[src/common/czr_pkg.sv]
// constants and types shared by the channel zero routing map files
package czr_pkg;
	localparam int ADDR_W = 8;
	localparam int DATA_W = 32;
	localparam int REG_W = 16;
	localparam int NUM_CH = 4;

	// channel zero routing register: printed offset kept as index
	localparam logic [ADDR_W-1:0] ROUTING_IDX = 8'h10;
	localparam logic [ADDR_W-1:0] ROUTING_ADDR = 8'(ROUTING_IDX * 4);
	// extra enables for channels one to three, and sequencer status
	localparam logic [ADDR_W-1:0] OTHER_EN_ADDR = 8'h44;
	localparam logic [ADDR_W-1:0] STATUS_ADDR = 8'h48;

	localparam logic [REG_W-1:0] ROUTING_RESET = 16'h8001;
	// bits 14 and 11:10 never store, so they always read zero
	localparam logic [REG_W-1:0] ROUTING_WMASK = 16'hb3ff;
	localparam logic [2:0] OTHER_EN_RESET = 3'h0;

	// field positions inside the routing register
	localparam int ENABLE_BIT = 15;
	localparam int SETUP_LSB = 12;
	localparam int SETUP_W = 2;
	localparam int POS_LSB = 5;
	localparam int NEG_LSB = 0;
	localparam int INPUT_W = 5;

	// status register fields
	localparam int STAT_CH_LSB = 0;
	localparam int STAT_RUN_BIT = 4;

	// input selection codes; anything else is reserved
	localparam logic [INPUT_W-1:0] IN_AIN0 = 5'h00;
	localparam logic [INPUT_W-1:0] IN_AIN1 = 5'h01;
	localparam logic [INPUT_W-1:0] IN_AIN2 = 5'h02;
	localparam logic [INPUT_W-1:0] IN_AIN3 = 5'h03;
	localparam logic [INPUT_W-1:0] IN_AIN4 = 5'h04;
	localparam logic [INPUT_W-1:0] IN_REF_POS = 5'h15;
	localparam logic [INPUT_W-1:0] IN_REF_NEG = 5'h16;

	localparam logic [1:0] RESP_OKAY = 2'h0;
	localparam logic [1:0] RESP_SLVERR = 2'h2;

	typedef enum logic {
		SQ_IDLE = 1'b0,
		SQ_RUN = 1'b1
	} czr_seq_state_t;
endpackage

[src/common/czr_seq_if.sv]
// link between the register bank and the channel sequencer
`timescale 1ns/1ps
interface czr_seq_if;
	logic [czr_pkg::NUM_CH-1:0] enables;
	logic conv_done;
	logic [1:0] active_ch;
	logic active_valid;

	modport ctrl (
		output enables,
		output conv_done,
		input active_ch,
		input active_valid
	);
	modport seq (
		input enables,
		input conv_done,
		output active_ch,
		output active_valid
	);
endinterface

[src/core/czr_seq.sv]
// channel sequencer: steps round the enabled channels
`timescale 1ns/1ps
module czr_seq (
	input wire logic aclk, // system clock
	input wire logic aresetn, // synchronous reset, active low
	czr_seq_if.seq sq // enables in, active channel out
);
	typedef struct packed {
		czr_pkg::czr_seq_state_t state;
		logic [1:0] ch;
	} czr_seq_st_t;

	localparam czr_seq_st_t SEQ_RESET = '{state: czr_pkg::SQ_IDLE, ch: 2'h0};

	czr_seq_st_t s_reg;
	czr_seq_st_t s_next;

	// first enabled channel after cur, wrapping; cur itself comes last
	function automatic logic [1:0] czr_next_ch(input logic [1:0] cur,
		input logic [czr_pkg::NUM_CH-1:0] en);
		logic [1:0] idx;
		logic found;
		czr_next_ch = cur;
		found = 1'b0;
		idx = cur;
		for (int k = 0; k < czr_pkg::NUM_CH; k++) begin
			idx = idx + 2'h1;
			if (en[idx] && !found) begin
				czr_next_ch = idx;
				found = 1'b1;
			end
		end
	endfunction

	// advance on every finished conversion, or at once if the
	// channel in use was just disabled, so no stale channel runs on
	always_comb begin
		s_next = s_reg;
		if (sq.enables == '0) begin
			s_next.state = czr_pkg::SQ_IDLE;
		end else begin
			unique case (s_reg.state)
				czr_pkg::SQ_IDLE: begin
					s_next.ch = czr_next_ch(2'h3, sq.enables);
					s_next.state = czr_pkg::SQ_RUN;
				end
				czr_pkg::SQ_RUN: begin
					if (sq.conv_done || !sq.enables[s_reg.ch]) begin
						s_next.ch = czr_next_ch(s_reg.ch, sq.enables);
					end
				end
			endcase
		end
	end

	always_ff @(posedge aclk) begin
		if (!aresetn) begin
			s_reg <= SEQ_RESET;
		end else begin
			s_reg <= s_next;
		end
	end

	assign sq.active_ch = s_reg.ch;
	assign sq.active_valid = (s_reg.state == czr_pkg::SQ_RUN);
endmodule

[src/core/czr_top.sv]
// channel zero routing map: axi4-lite register bank and sequencing
`timescale 1ns/1ps
//
// Function
// - The routing register is 16 bits at index 0x10 and resets to 0x8001.
// - Bit 15 enables channel zero, is read-write and resets to one.
// - With several channels enabled the channels are converted in turn.
// - Bit 14 is reserved, ignores writes and reads as zero.
// - Bits 11 to 10 are reserved, ignore writes and read as zero.
// - Bits 13 to 12 pick one of four setups for channel zero, reset 00.
// - The picked setup's four registers are applied for channel zero.
// - Bits 9 to 5 route the chosen source to the positive input, reset 0.
// - Bits 4 to 0 route the chosen source to the negative input, reset 1.
module czr_top (
	input wire logic aclk, // system clock, 100 MHz
	input wire logic aresetn, // synchronous reset, active low
	input wire logic [czr_pkg::ADDR_W-1:0] s_axi_awaddr, // write address
	input wire logic [2:0] s_axi_awprot, // write protection, unused
	input wire logic s_axi_awvalid, // write address valid
	output logic s_axi_awready, // write address ready
	input wire logic [czr_pkg::DATA_W-1:0] s_axi_wdata, // write data
	input wire logic [3:0] s_axi_wstrb, // write byte strobes
	input wire logic s_axi_wvalid, // write data valid
	output logic s_axi_wready, // write data ready
	output logic [1:0] s_axi_bresp, // write response
	output logic s_axi_bvalid, // write response valid
	input wire logic s_axi_bready, // write response ready
	input wire logic [czr_pkg::ADDR_W-1:0] s_axi_araddr, // read address
	input wire logic [2:0] s_axi_arprot, // read protection, unused
	input wire logic s_axi_arvalid, // read address valid
	output logic s_axi_arready, // read address ready
	output logic [czr_pkg::DATA_W-1:0] s_axi_rdata, // read data
	output logic [1:0] s_axi_rresp, // read response
	output logic s_axi_rvalid, // read data valid
	input wire logic s_axi_rready, // read data ready
	input wire logic conv_done, // converter finished one conversion
	output logic [1:0] active_channel, // channel being converted
	output logic channels_running, // sequencer in run state: at least one channel enabled, one cycle late
	output logic [1:0] ch0_setup_index, // setup bank for channel zero
	output logic [4:0] ch0_positive_route, // positive mux code, ch zero
	output logic [4:0] ch0_negative_route // negative mux code, ch zero
);
	typedef struct packed {
		logic awready;
		logic wready;
		logic aw_got;
		logic [czr_pkg::ADDR_W-1:0] aw_addr;
		logic w_got;
		logic [czr_pkg::REG_W-1:0] w_data;
		logic [1:0] w_strb;
		logic bvalid;
		logic [1:0] bresp;
		logic arready;
		logic rvalid;
		logic [czr_pkg::DATA_W-1:0] rdata;
		logic [1:0] rresp;
		logic [czr_pkg::REG_W-1:0] channel_zero_routing;
		logic [2:0] other_enables;
	} czr_top_st_t;

	localparam czr_top_st_t TOP_RESET = '{
		awready: 1'b0,
		wready: 1'b0,
		aw_got: 1'b0,
		aw_addr: '0,
		w_got: 1'b0,
		w_data: '0,
		w_strb: 2'h0,
		bvalid: 1'b0,
		bresp: czr_pkg::RESP_OKAY,
		arready: 1'b0,
		rvalid: 1'b0,
		rdata: '0,
		rresp: czr_pkg::RESP_OKAY,
		channel_zero_routing: czr_pkg::ROUTING_RESET,
		other_enables: czr_pkg::OTHER_EN_RESET
	};

	czr_top_st_t s_reg;
	czr_top_st_t s_next;
	logic [czr_pkg::REG_W-1:0] lane_mask;
	logic [czr_pkg::REG_W-1:0] status_word;

	czr_seq_if sq_if ();

	czr_seq u_seq (
		.aclk(aclk),
		.aresetn(aresetn),
		.sq(sq_if.seq)
	);

	// channel zero joins the sequence through its own enable bit
	assign sq_if.enables = {s_reg.other_enables,
		s_reg.channel_zero_routing[czr_pkg::ENABLE_BIT]};
	assign sq_if.conv_done = conv_done;

	// byte strobes widened to a bit mask over the low two lanes
	assign lane_mask = {{8{s_reg.w_strb[1]}}, {8{s_reg.w_strb[0]}}};

	// sequencer state as software sees it
	always_comb begin
		status_word = '0;
		status_word[czr_pkg::STAT_CH_LSB +: 2] = sq_if.active_ch;
		status_word[czr_pkg::STAT_RUN_BIT] = sq_if.active_valid;
	end

	// address and data are taken independently and in either order;
	// the write lands only once both are held and no response waits
	always_comb begin
		logic [czr_pkg::REG_W-1:0] wmask;
		wmask = '0;
		s_next = s_reg;
		if (s_axi_awvalid && s_reg.awready) begin
			s_next.aw_got = 1'b1;
			s_next.aw_addr = s_axi_awaddr;
		end
		if (s_axi_wvalid && s_reg.wready) begin
			s_next.w_got = 1'b1;
			s_next.w_data = s_axi_wdata[czr_pkg::REG_W-1:0];
			s_next.w_strb = s_axi_wstrb[1:0];
		end
		if (s_reg.bvalid && s_axi_bready) begin
			s_next.bvalid = 1'b0;
		end
		if (s_reg.aw_got && s_reg.w_got && !s_reg.bvalid) begin
			s_next.aw_got = 1'b0;
			s_next.w_got = 1'b0;
			s_next.bvalid = 1'b1;
			s_next.bresp = czr_pkg::RESP_OKAY;
			unique case (s_reg.aw_addr)
				czr_pkg::ROUTING_ADDR: begin
					// reserved bits drop out of the mask, so
					// a careless write cannot set them
					wmask = lane_mask & czr_pkg::ROUTING_WMASK;
					// codes are stored as written; reserved
					// input codes route nowhere downstream
					s_next.channel_zero_routing =
						(s_reg.channel_zero_routing & ~wmask) |
						(s_reg.w_data & wmask);
				end
				czr_pkg::OTHER_EN_ADDR: begin
					if (s_reg.w_strb[0]) begin
						s_next.other_enables = s_reg.w_data[3:1];
					end
				end
				czr_pkg::STATUS_ADDR: begin
					s_next.bresp = czr_pkg::RESP_OKAY;
				end
				default: begin
					s_next.bresp = czr_pkg::RESP_SLVERR;
				end
			endcase
		end
		s_next.awready = !s_next.aw_got && !s_next.bvalid;
		s_next.wready = !s_next.w_got && !s_next.bvalid;

		// reads answer one cycle after the address is taken
		if (s_reg.rvalid && s_axi_rready) begin
			s_next.rvalid = 1'b0;
		end
		if (s_axi_arvalid && s_reg.arready) begin
			s_next.rvalid = 1'b1;
			s_next.rresp = czr_pkg::RESP_OKAY;
			s_next.rdata = '0;
			unique case (s_axi_araddr)
				czr_pkg::ROUTING_ADDR: begin
					s_next.rdata[czr_pkg::REG_W-1:0] =
						s_reg.channel_zero_routing;
				end
				czr_pkg::OTHER_EN_ADDR: begin
					s_next.rdata[3:1] = s_reg.other_enables;
				end
				czr_pkg::STATUS_ADDR: begin
					s_next.rdata[czr_pkg::REG_W-1:0] = status_word;
				end
				default: begin
					s_next.rresp = czr_pkg::RESP_SLVERR;
				end
			endcase
		end
		s_next.arready = !s_next.rvalid;
	end

	always_ff @(posedge aclk) begin
		if (!aresetn) begin
			s_reg <= TOP_RESET;
		end else begin
			s_reg <= s_next;
		end
	end

	// bus outputs straight from the state flops
	assign s_axi_awready = s_reg.awready;
	assign s_axi_wready = s_reg.wready;
	assign s_axi_bvalid = s_reg.bvalid;
	assign s_axi_bresp = s_reg.bresp;
	assign s_axi_arready = s_reg.arready;
	assign s_axi_rvalid = s_reg.rvalid;
	assign s_axi_rdata = s_reg.rdata;
	assign s_axi_rresp = s_reg.rresp;

	// the setup index selects which of the four setup banks (setup,
	// filter, offset, gain) the converter loads for channel zero;
	// the fields are driven always, the converter uses them when
	// active_channel is zero and channels_running is high
	assign ch0_setup_index = s_reg.channel_zero_routing[
		czr_pkg::SETUP_LSB +: czr_pkg::SETUP_W];
	assign ch0_positive_route = s_reg.channel_zero_routing[
		czr_pkg::POS_LSB +: czr_pkg::INPUT_W];
	assign ch0_negative_route = s_reg.channel_zero_routing[
		czr_pkg::NEG_LSB +: czr_pkg::INPUT_W];
	assign active_channel = sq_if.active_ch;
	assign channels_running = sq_if.active_valid;
endmodule
[config.mk]
export PLATFORM = sky130hd
export DESIGN_NAME = czr_top
export DESIGN_NICKNAME = d
export VERILOG_FILES = /design/src/common/czr_pkg.sv /design/src/common/czr_seq_if.sv /design/src/core/czr_seq.sv /design/src/core/czr_top.sv
export SDC_FILE = /design/constraint.sdc
export NUM_CORES = 1
export LEC_CHECK = 0
export ABC_AREA = 1
export BUFFER_PORTS_ARGS = -buffer_cell sky130_fd_sc_hd__buf_2
export CAP_MARGIN = 5
export CORE_UTILIZATION = 25
export CTS_BUF_LIST = sky130_fd_sc_hd__clkbuf_4 sky130_fd_sc_hd__clkbuf_8
export CTS_CLUSTER_SIZE = 40
export DETAILED_ROUTE_END_ITERATION = 12
export SLEW_MARGIN = 5
export SYNTH_ARGS = -nofsm -noshare
export SYNTH_HDL_FRONTEND = slang
export SYNTH_HIERARCHICAL = 1
export SYNTH_SLANG_ARGS = --single-unit
[constraint.sdc]
create_clock -name aclk -period 1.7 [get_ports aclk]
set_clock_uncertainty 0.15 [all_clocks]
set_input_delay 0 -clock aclk [delete_from_list [all_inputs] [get_ports aclk]]
set_output_delay 0 -clock aclk [all_outputs]
set_load 0.05 [all_outputs]
==> flow_summary_export.csv, run 1 <==
group,metric,value,unit
routing,via_count,3032,
routing,vias_per_cell,4.11,
power,p_total,4.75,mW
flow_run,cap_violations,0,
floorplan,num_rows,41,
logic_synthesis,synthTopCellsByArea,"dfxtp_1 (39%), buf_4 (11%), nand2_1 (8.5%)",
placement,place.detailed.hpwl,5920,µm
layout,fillCellCount,1400,
logic_synthesis,synth-main-ff-cell,"dfxtp_1",
placement,gp_congestion,0.781,
timing,fin_crit,1.71,ns
timing,finalSetupViolations,1,
floorplan,coreArea,12700,µm²
status,failed_checks,"negative setup slack",
placement,post-place-cells,680,
global_route,antenna_found_initial,0,
power,p_sw,1.61,mW
global_route,grt-ovfl-total,0,
routing,antenna_left,0,
logic_synthesis,synth-edff-count,0,
layout,n_antenna_cell,0,
timing,fin_ws,-0.0103,ns
cts,clock_latency,0.35,ns
cts,cts_tree,"yes",
global_route,track_usage,12.7,%
logic_synthesis,yosysMostFrequentCell,"nand2_1",
timing,hold_violations,0,
logic_synthesis,ys_seq_elements,64,
critical_path,reg2regPathDepth,9,
placement,pre_cts_slack,0.0325,ns
layout,final_area,4340,µm²
logic_synthesis,synth_seq_area_share,39.0,%
logic_synthesis,synth_top_cell_area_share,39.0,%
timing,post-route-period-util,101,%
placement,place_area,3630,µm²
routing,wl_per_cell,11.2,µm
layout,nets,626,
logic_synthesis,synthesis.area,3280,µm²
floorplan,start_util,25.8,%
critical_path,startpoint_type,"register",
floorplan,dieWidth,117,µm
power,peakVddDrop,509,µV
timing,rsz0062_at_grt,"true",
status,outcome,"complete, but fails checks",
power,switching_share,33.9,%
routing,dr.pass1.iters,4,
cts,cts_buffer_depth,2,
logic_synthesis,synth_area_per_cell,7.08,µm²
routing,wl,8240,µm
logic_synthesis,async_reset_ff_share,0,%
power,combPwrFrac,30.6,%
logic_synthesis,synth_cells,464,
logic_synthesis,yosysTopAreaCell,"dfxtp_1",
global_route,grt_pass1_vias,2711,
placement,numPortBuffers,73,
routing,drtIter0Drc,161,
logic_synthesis,yosys_warnings,6,
cts,postCtsSetupRepairBufs,0,
cts,cts.sinks,64,
logic_synthesis,synthTopCellsByCount,"nand2_1 (74), dfxtp_1 (64), nor2_1 (58)",
layout,area_delta_synth_final,32.0,%
critical_path,cp-end-kind,"register",
power,p_leak,2.04,nW
layout,drive_gt1_share,27.6,%
cts,clk_pin_slew,0.06,ns
timing,max_freq,0.585,GHz
worst_hold_path,holdPathStages,9,
floorplan,io_pins,122,
critical_path,critPathKind,"register to register",
floorplan,chipHeight,117,µm
power,p_clk_share,33.8,%
cts,htreeDepth,3,
power,p_int,3.14,mW
floorplan,die-area,13600,µm²
cts,cts_inserted_buffers,9,
critical_path,cp.required,1.83,ns
cts,cts_root_buf,"clkbuf_8",
layout,stdcell_count,737,
power,seqPwrFrac,35.6,%
global_route,grt_start_max_net_pins,37,
critical_path,crit_fanout,7,
timing,drv_slew,0,
power,powerDensity,1100,nW/µm²
global_route,grt_pass1_wl,13100,µm
worst_hold_path,hold_path_class,"input pin to register",
logic_synthesis,synth_cell_types,32,
critical_path,arrival,1.84,ns
routing,post-route-drc-count,0,
-- what timing repair did --
action,4_1_cts,5_1_grt
resized for setup,0,19
hold endpoints to repair,44,0
hold buffers,41,0
setup endpoints to repair,0,7
-- routing by layer --
| layer | vias to the layer above | wire length (µm) | track usage (%) |
|---|---|---|---|
| li1 | 1602 | - | - |
| met1 | 1328 | 4170 | 17.2 |
| met2 | 91 | 3500 | 19.4 |
| met3 | 11 | 472 | 3.89 |
| met4 | 0 | 99 | 3.80 |
| met5 | - | 0 | 0 |
-- final cells by class --
cell class | instances | area [µm²] | share of cell area [%]
Clock buffer | 13 | 154 | 3.55
Clock inverter | 3 | 90.1 | 2.08
Inverter | 55 | 210 | 4.85
Multi-Input combinational cell | 301 | 1480 | 34.1
Tap cell | 172 | 215 | 4.96
Sequential cell | 64 | 1290 | 29.7
Timing Repair Buffer | 129 | 903 | 20.8
-- cells in the final DEF (no fill, tap or decap), drive strengths merged, types with 2 or more instances in the layout --
cell / synthesis / routed
nand4: 5 / 5
nor3: 4 / 4
o21ai: 51 / 51
a21oi: 29 / 29
clkbuf: 11 / 13
nand3: 34 / 34
buf: 53 / 88
conb: 1 / 21
nand2: 83 / 83
dfxtp: 64 / 64
dlygate4sd3: 0 / 40
o211ai: 2 / 2
a211oi: 2 / 2
bufinv: 0 / 3
nor2: 66 / 66
inv: 55 / 54
-- power groups by stage --
| stage | clock network, mW | registers, mW | logic (mW) |
|---|---|---|---|
| 5_1_grt | 1.72 | 1.70 | 1.62 |
| 4_1_cts | 1.65 | 1.68 | 1.37 |
| 3_5_place_dp | 0 | 1.71 | 1.30 |
| 2_1_floorplan | 0 | 1.80 | 0.983 |
| 3_3_place_gp | 0 | 1.71 | 1.29 |
| 6_report | 1.61 | 1.69 | 1.46 |
-- critical path, cell delays in order (launching register included) --
cell and delay (ns):
dfxtp_4 0.39, clkinvlp_4 0.19, nand2_1 0.10, nand3_1 0.08
nand2_2 0.13, nand4_2 0.15, or2_0 0.22, nand2_1 0.07
nand2_1 0.04, a21oi_1 0.11
-- through the flow --
stage | hold slack [ns] | utilization [%] | setup TNS (ns)
floorplan | -0.0392 | - | 0
global placement | 0.0999 | 28.5 | 0
detailed placement | 0.106 | 28.5 | 0
CTS | 0.0326 | 33.7 | 0
global route | 0.104 | 34.1 | -0.258
finish | 0.0441 | 34.1 | -0.0103
-- path summary, 6_finish.rpt --
kind / startpoint / endpoint / slack, ns
setup / recovery: u_seq/sq.active_ch[0] / u_seq/sq.active_ch[1] / -0.01
hold / removal: conv_done / u_seq/sq.active_ch[1] / 0.04
setup reg to reg: u_seq/sq.active_ch[0] / u_seq/sq.active_ch[1] / -0.01
hold reg to reg: s_reg[85] / s_axi_awready / 0.31
-- kinds of logic (layout without fill, tap and decap cells) --
logic type | after synthesis | count (layout) | synth area share (%)
compound gates | 86 | 86 | 13.9
buf+inv | 119 | 200 | 19.7
flops | 64 | 64 | 39.0
other cells | 1 | 21 | 0.114
simple gates | 194 | 194 | 27.4
Power figures use the tool's default switching activity.
==> run 2: changes to the inputs <==
ABC_AREA = default   (was 1)
==> flow_summary_export.csv, run 2 <==
group,metric,value,unit
status,outcome,"complete, but fails checks",
status,failed_checks,"negative setup slack",
layout,n_antenna_cell,0,
placement,place_area,3630,µm²
global_route,grt_start_max_net_pins,44,
cts,cts_inserted_buffers,9,
layout,multi_input_area,1560,µm²
placement,place.detailed.hpwl,5440,µm
critical_path,critPathKind,"register to register",
routing,via_count,2777,
timing,rsz0062_at_grt,"true",
critical_path,reg2regPathDepth,5,
global_route,grt-ovfl-total,0,
routing,antenna_left,0,
critical_path,cp.required,1.80,ns
cts,clock_latency,0.35,ns
floorplan,die-area,13200,µm²
timing,hold_violations,0,
routing,wl,8030,µm
floorplan,chipHeight,115,µm
timing,drv_slew,0,
logic_synthesis,synthTopCellsByCount,"nand2_1 (85), dfxtp_1 (64), buf_4 (49)",
logic_synthesis,synth_top_cell_area_share,40.3,%
critical_path,cp_slowest_cell,"a221o_2",
critical_path,worstPathCellList,"or2_2 > a221o_2 > a32oi_1 > o32a_1 > mux2_4",
global_route,grt_pass1_vias,2649,
layout,area_delta_synth_final,40.3,%
power,p_leak,1.89,nW
critical_path,cp-end-kind,"register",
logic_synthesis,synth_cell_types,52,
cts,cts.sinks,64,
critical_path,worst-path-buf-inv,0,
timing,post-route-period-util,111,%
critical_path,crit_cells,5,
layout,nets,548,
logic_synthesis,synth_area_per_cell,8.80,µm²
logic_synthesis,yosys_warnings,6,
logic_synthesis,yosysMostFrequentCell,"nand2_1",
critical_path,crit_fanout,5,
logic_synthesis,async_reset_ff_share,0,%
layout,drive_gt1_share,30.0,%
layout,final_common_cell,"nand2_1",
logic_synthesis,synth-main-ff-cell,"dfxtp_1",
cts,cts_root_buf,"clkbuf_8",
worst_hold_path,holdPathStages,4,
timing,fin_ws,-0.186,ns
logic_synthesis,ys_seq_elements,64,
placement,numPortBuffers,73,
timing,finalSetupTns,-0.696,ns
floorplan,dieWidth,115,µm
floorplan,coreArea,12200,µm²
cts,clk_pin_slew,0.08,ns
critical_path,startpoint_type,"register",
routing,wl_per_cell,12.3,µm
power,powerDensity,797,nW/µm²
logic_synthesis,synth_cells,361,
routing,vias_per_cell,4.24,
logic_synthesis,synthesis.area,3180,µm²
critical_path,rr_startpoint,"s_reg[0]",
routing,dr.pass1.iters,4,
routing,post-route-drc-count,0,
layout,final_cell_mix,"nand2_1 (85), buf_2 (73), dfxtp_1 (57)",
placement,pre_cts_slack,-0.206,ns
timing,max_freq,0.530,GHz
cts,cts_buffer_depth,2,
critical_path,startpoint,"s_reg[0]",
power,peakVddDrop,330,µV
layout,final_area,4460,µm²
timing,fin_crit,1.89,ns
critical_path,slowest_delay,0.35,ns
logic_synthesis,synth-edff-count,0,
layout,fillCellCount,1282,
layout,regArea,1290,µm²
floorplan,start_util,26.0,%
routing,drtIter0Drc,119,
cts,htreeDepth,3,
timing,finalSetupViolations,14,
logic_synthesis,yosysTopAreaCell,"dfxtp_1",
worst_hold_path,min-delay-start,"aresetn",
global_route,grt_pass1_wl,12800,µm
critical_path,arrival,1.98,ns
floorplan,io_pins,122,
global_route,track_usage,12.6,%
critical_path,crit_family,"compound AO/OA/AOI/OAI gates",
floorplan,num_rows,40,
worst_hold_path,hold_path_class,"input pin to register",
global_route,antenna_found_initial,0,
flow_run,cap_violations,0,
logic_synthesis,synth_seq_area_share,40.3,%
timing,holdWs,0.112,ns
placement,gp_congestion,0.846,
logic_synthesis,synthTopCellsByArea,"dfxtp_1 (40%), buf_4 (12%), nand2_1 (10%)",
cts,cts_tree,"yes",
## run 2: cells by family (layout without fill, tap and decap cells)
| family | after synthesis | in the layout | share of synthesized area [%] |
|---|---|---|---|
| AND/OR/NAND/NOR | 144 | 144 | 22.8 |
| buffers and inverters | 71 | 177 | 14.6 |
| flip-flops | 64 | 64 | 40.3 |
| AO/OA/AOI/OAI | 58 | 58 | 14.3 |
| multiplexers | 23 | 23 | 7.87 |
| other | 1 | 21 | 0.118 |
## run 2: worst register-to-register path: stages (launching register included)
cell     delay (ns)
dfxtp_2        0.34
or2_2          0.31
a221o_2        0.35
a32oi_1        0.15
o32a_1         0.20
mux2_4         0.29
## run 2: path summary, 6_finish.rpt
kind	end	slack, ns
max	u_seq/sq.active_ch[0]	-0.19
min	register	0.11
max reg2reg	u_seq/sq.active_ch[0]	-0.19
min reg2reg	s_axi_rdata[2]	0.30
## run 2: routing by layer
metal  global-route usage (%)  up-vias  share of wire (%)
li1                         -     1395                  -
met1                     15.2     1296                 46
met2                     20.9       76                 48
met3                     4.53       10                4.5
met4                     4.16        0                1.2
met5                        0        -                  0
## run 2: repair_timing
action	in CTS	in global routing
pin swaps	7	3
setup buffers	1	1
endpoints found under the hold margin	36	1
resized for setup	3	10
hold buffers	54	1
endpoints found under the setup margin	18	28
## run 2: layout make-up
type	count	share of cell area, %
timing repair buffer	157	26.2
clock buffer	10	3.09
clock inverter	6	1.85
multi-input combinational	246	34.9
inverter	4	0.337
tap	168	4.71
sequential	64	29.0
## run 2: through the flow
stage               cells  utilization [%]  total power, mW
global route          655             36.5             3.71
finish                655             36.5             3.55
detailed placement    583             29.7             2.02
CTS                   653             36.0             3.60
global placement      583             29.7             2.01
floorplan             381                -             1.94
## run 2: report_power, final
| part | total (mW) | internal (mW) | switching [mW] |
|---|---|---|---|
| Sequential | 1.57 | 1.54 | 0.0301 |
| Clock | 1.46 | 0.857 | 0.604 |
| Combinational | 0.520 | 0.208 | 0.313 |
==> run 3: changes to the inputs <==
SETUP_SLACK_MARGIN = 0.1   (was default)
==> flow_summary_export.csv, run 3 (synthesis gave the netlist of run 2 again) <==
group,metric,value,unit
status,failed_checks,"negative hold slack, negative setup slack",
critical_path,critPathKind,"register to register",
layout,nets,527,
global_route,grt-ovfl-total,0,
floorplan,chipHeight,115,µm
routing,post-route-drc-count,0,
global_route,grt_start_max_net_pins,68,
layout,area_delta_synth_final,33.5,%
layout,n_antenna_cell,0,
power,p_int,2.34,mW
critical_path,cp_slowest_cell,"dfxtp_4",
critical_path,reg2reg_to,"u_seq/sq.active_ch[0]",
critical_path,startpoint_type,"register",
timing,tightest_slew,0.562,ns
placement,gp_congestion,0.773,
power,seqPwrFrac,48.4,%
global_route,grt_pass1_wl,12300,µm
global_route,grt_pass1_vias,2586,
routing,drtIter0Drc,100,
timing,slew-limit-headroom,62.4,%
cts,cts.sinks,64,
timing,finalSetupViolations,18,
critical_path,arrival,2.01,ns
routing,wl_per_cell,12.2,µm
timing,holdWs,-0.0211,ns
routing,dr.pass1.iters,4,
layout,regArea,1300,µm²
layout,multi_input_area,1550,µm²
timing,hold_violations,1,
timing,fin_ws,-0.223,ns
layout,final_cell_mix,"nand2_1 (85), buf_2 (73), dfxtp_1 (55)",
layout,final_common_cell,"nand2_1",
worst_hold_path,hold_path_class,"input pin to register",
critical_path,reg2regPathDepth,6,
cts,clock_latency,0.35,ns
critical_path,endpoint,"u_seq/sq.active_ch[0]",
critical_path,cp.required,1.78,ns
critical_path,worstPathCellList,"buf_12 > inv_2 > o311ai_1 > a32oi_1 > o32a_1 > mux2_4",
floorplan,start_util,26.0,%
power,p_clk_share,36.4,%
flow_run,cap_violations,0,
floorplan,num_rows,40,
floorplan,dieWidth,115,µm
critical_path,slowest_delay,0.37,ns
cts,clk_pin_slew,0.07,ns
power,p_sw,0.908,mW
cts,cts_root_buf,"clkbuf_8",
timing,max_freq,0.520,GHz
layout,fillCellCount,1287,
global_route,track_usage,12.2,%
floorplan,coreArea,12200,µm²
power,p_leak,1.75,nW
routing,vias_per_cell,4.23,
global_route,antenna_found_initial,0,
routing,antenna_left,0,
layout,drive_gt1_share,30.7,%
power,powerDensity,766,nW/µm²
cts,cts_buffer_depth,2,
timing,post-route-period-util,113,%
power,combPwrFrac,15.2,%
timing,drv_slew,0,
floorplan,die-area,13200,µm²
critical_path,cp-end-kind,"register",
routing,via_count,2683,
critical_path,rr_startpoint,"u_seq/sq.active_ch[1]",
power,switching_share,27.9,%
power,peakVddDrop,423,µV
critical_path,startpoint,"u_seq/sq.active_ch[1]",
status,outcome,"complete, but fails checks",
placement,place.detailed.hpwl,5430,µm
critical_path,rrSetupSlack,-0.22,ns
critical_path,crit_fanout,10,
power,p_total,3.25,mW
cts,cts_inserted_buffers,9,
floorplan,io_pins,122,
routing,wl,7740,µm
cts,cts_tree,"yes",
timing,rsz0062_at_grt,"true",
placement,numPortBuffers,73,
cts,htreeDepth,3,
timing,fin_crit,1.92,ns
run 3: cell types whose count changed in the layout (fill, tap and decap cells not counted), sizes merged:
| cell | previous run | this run |
|---|---|---|
| dlygate4sd3 | 55 | 37 |
| buf | 102 | 99 |
| clkbuf | 10 | 13 |
| bufinv | 2 | 0 |
| clkinv | 3 | 2 |
run 3: metal layers:
metal  GRT usage, %  vias up  wire, µm
li1               -     1355         -
met1           14.1     1239      3580
met2           21.2       77      3710
met3           3.90       12       338
met4           4.07        0       108
met5              0        -         0
run 3: area by class of cell:
| type | instances | share of cell area, % |
|---|---|---|
| Clock buffer | 13 | 3.77 |
| Clock inverter | 3 | 0.413 |
| Inverter | 4 | 0.354 |
| Multi-Input combinational cell | 246 | 36.6 |
| Sequential cell | 64 | 30.6 |
| Tap cell | 168 | 4.95 |
| Timing Repair Buffer | 136 | 23.4 |
run 3: timing repair:
action | CTS | global route
pin swaps | 7 | 5
buffers inserted | 3 | 0
gates resized for setup | 5 | 10
hold buffers | 37 | 0
setup endpoints to repair | 19 | 27
endpoints found under the hold margin | 34 | 0
run 3: worst min-delay path by stage:
stage                   startpoint               endpoint  slack [ns]  cells after the start
floorplan           s_axi_wdata[1]              s_reg[61]       -0.02                      2
global placement    s_axi_wdata[5]              s_reg[65]        0.09                      3
detailed placement  s_axi_wdata[6]              s_reg[66]         0.1                      3
CTS                      conv_done  u_seq/sq.active_ch[1]        0.03                      4
global route             conv_done  u_seq/sq.active_ch[1]      0.0004                      4
finish                   conv_done  u_seq/sq.active_ch[1]       -0.02                      4
run 3: power groups by stage:
stage          combinational, mW  sequential [mW]  clock [mW]
3_3_place_gp               0.412             1.60           0
5_1_grt                    0.531             1.58        1.31
4_1_cts                    0.489             1.57        1.24
2_1_floorplan              0.305             1.64           0
6_report                   0.494             1.57        1.18
3_5_place_dp               0.417             1.61           0
run 3: stage by stage:
stage	area, µm²	worst slack, ns	std cells	util (%)	TNS [ns]
finish	4240	-0.223	634	34.8	-1.23
global route	4240	-0.217	634	34.8	-2.53
detailed placement	3620	-0.217	578	29.7	-1.74
global placement	3620	-0.205	578	29.7	-1.19
CTS	4210	-0.227	634	34.5	-1.06
floorplan	3280	-0.268	381	-	-2.11
run 3: critical path, delay by kind of cell (launching register included):
| kind | cells | cell delay (ns) |
|---|---|---|
| flip-flops | 1 | 0.37 |
| AO/OA/AOI/OAI | 3 | 0.82 |
| buffers and inverters | 2 | 0.16 |
| multiplexers | 1 | 0.30 |
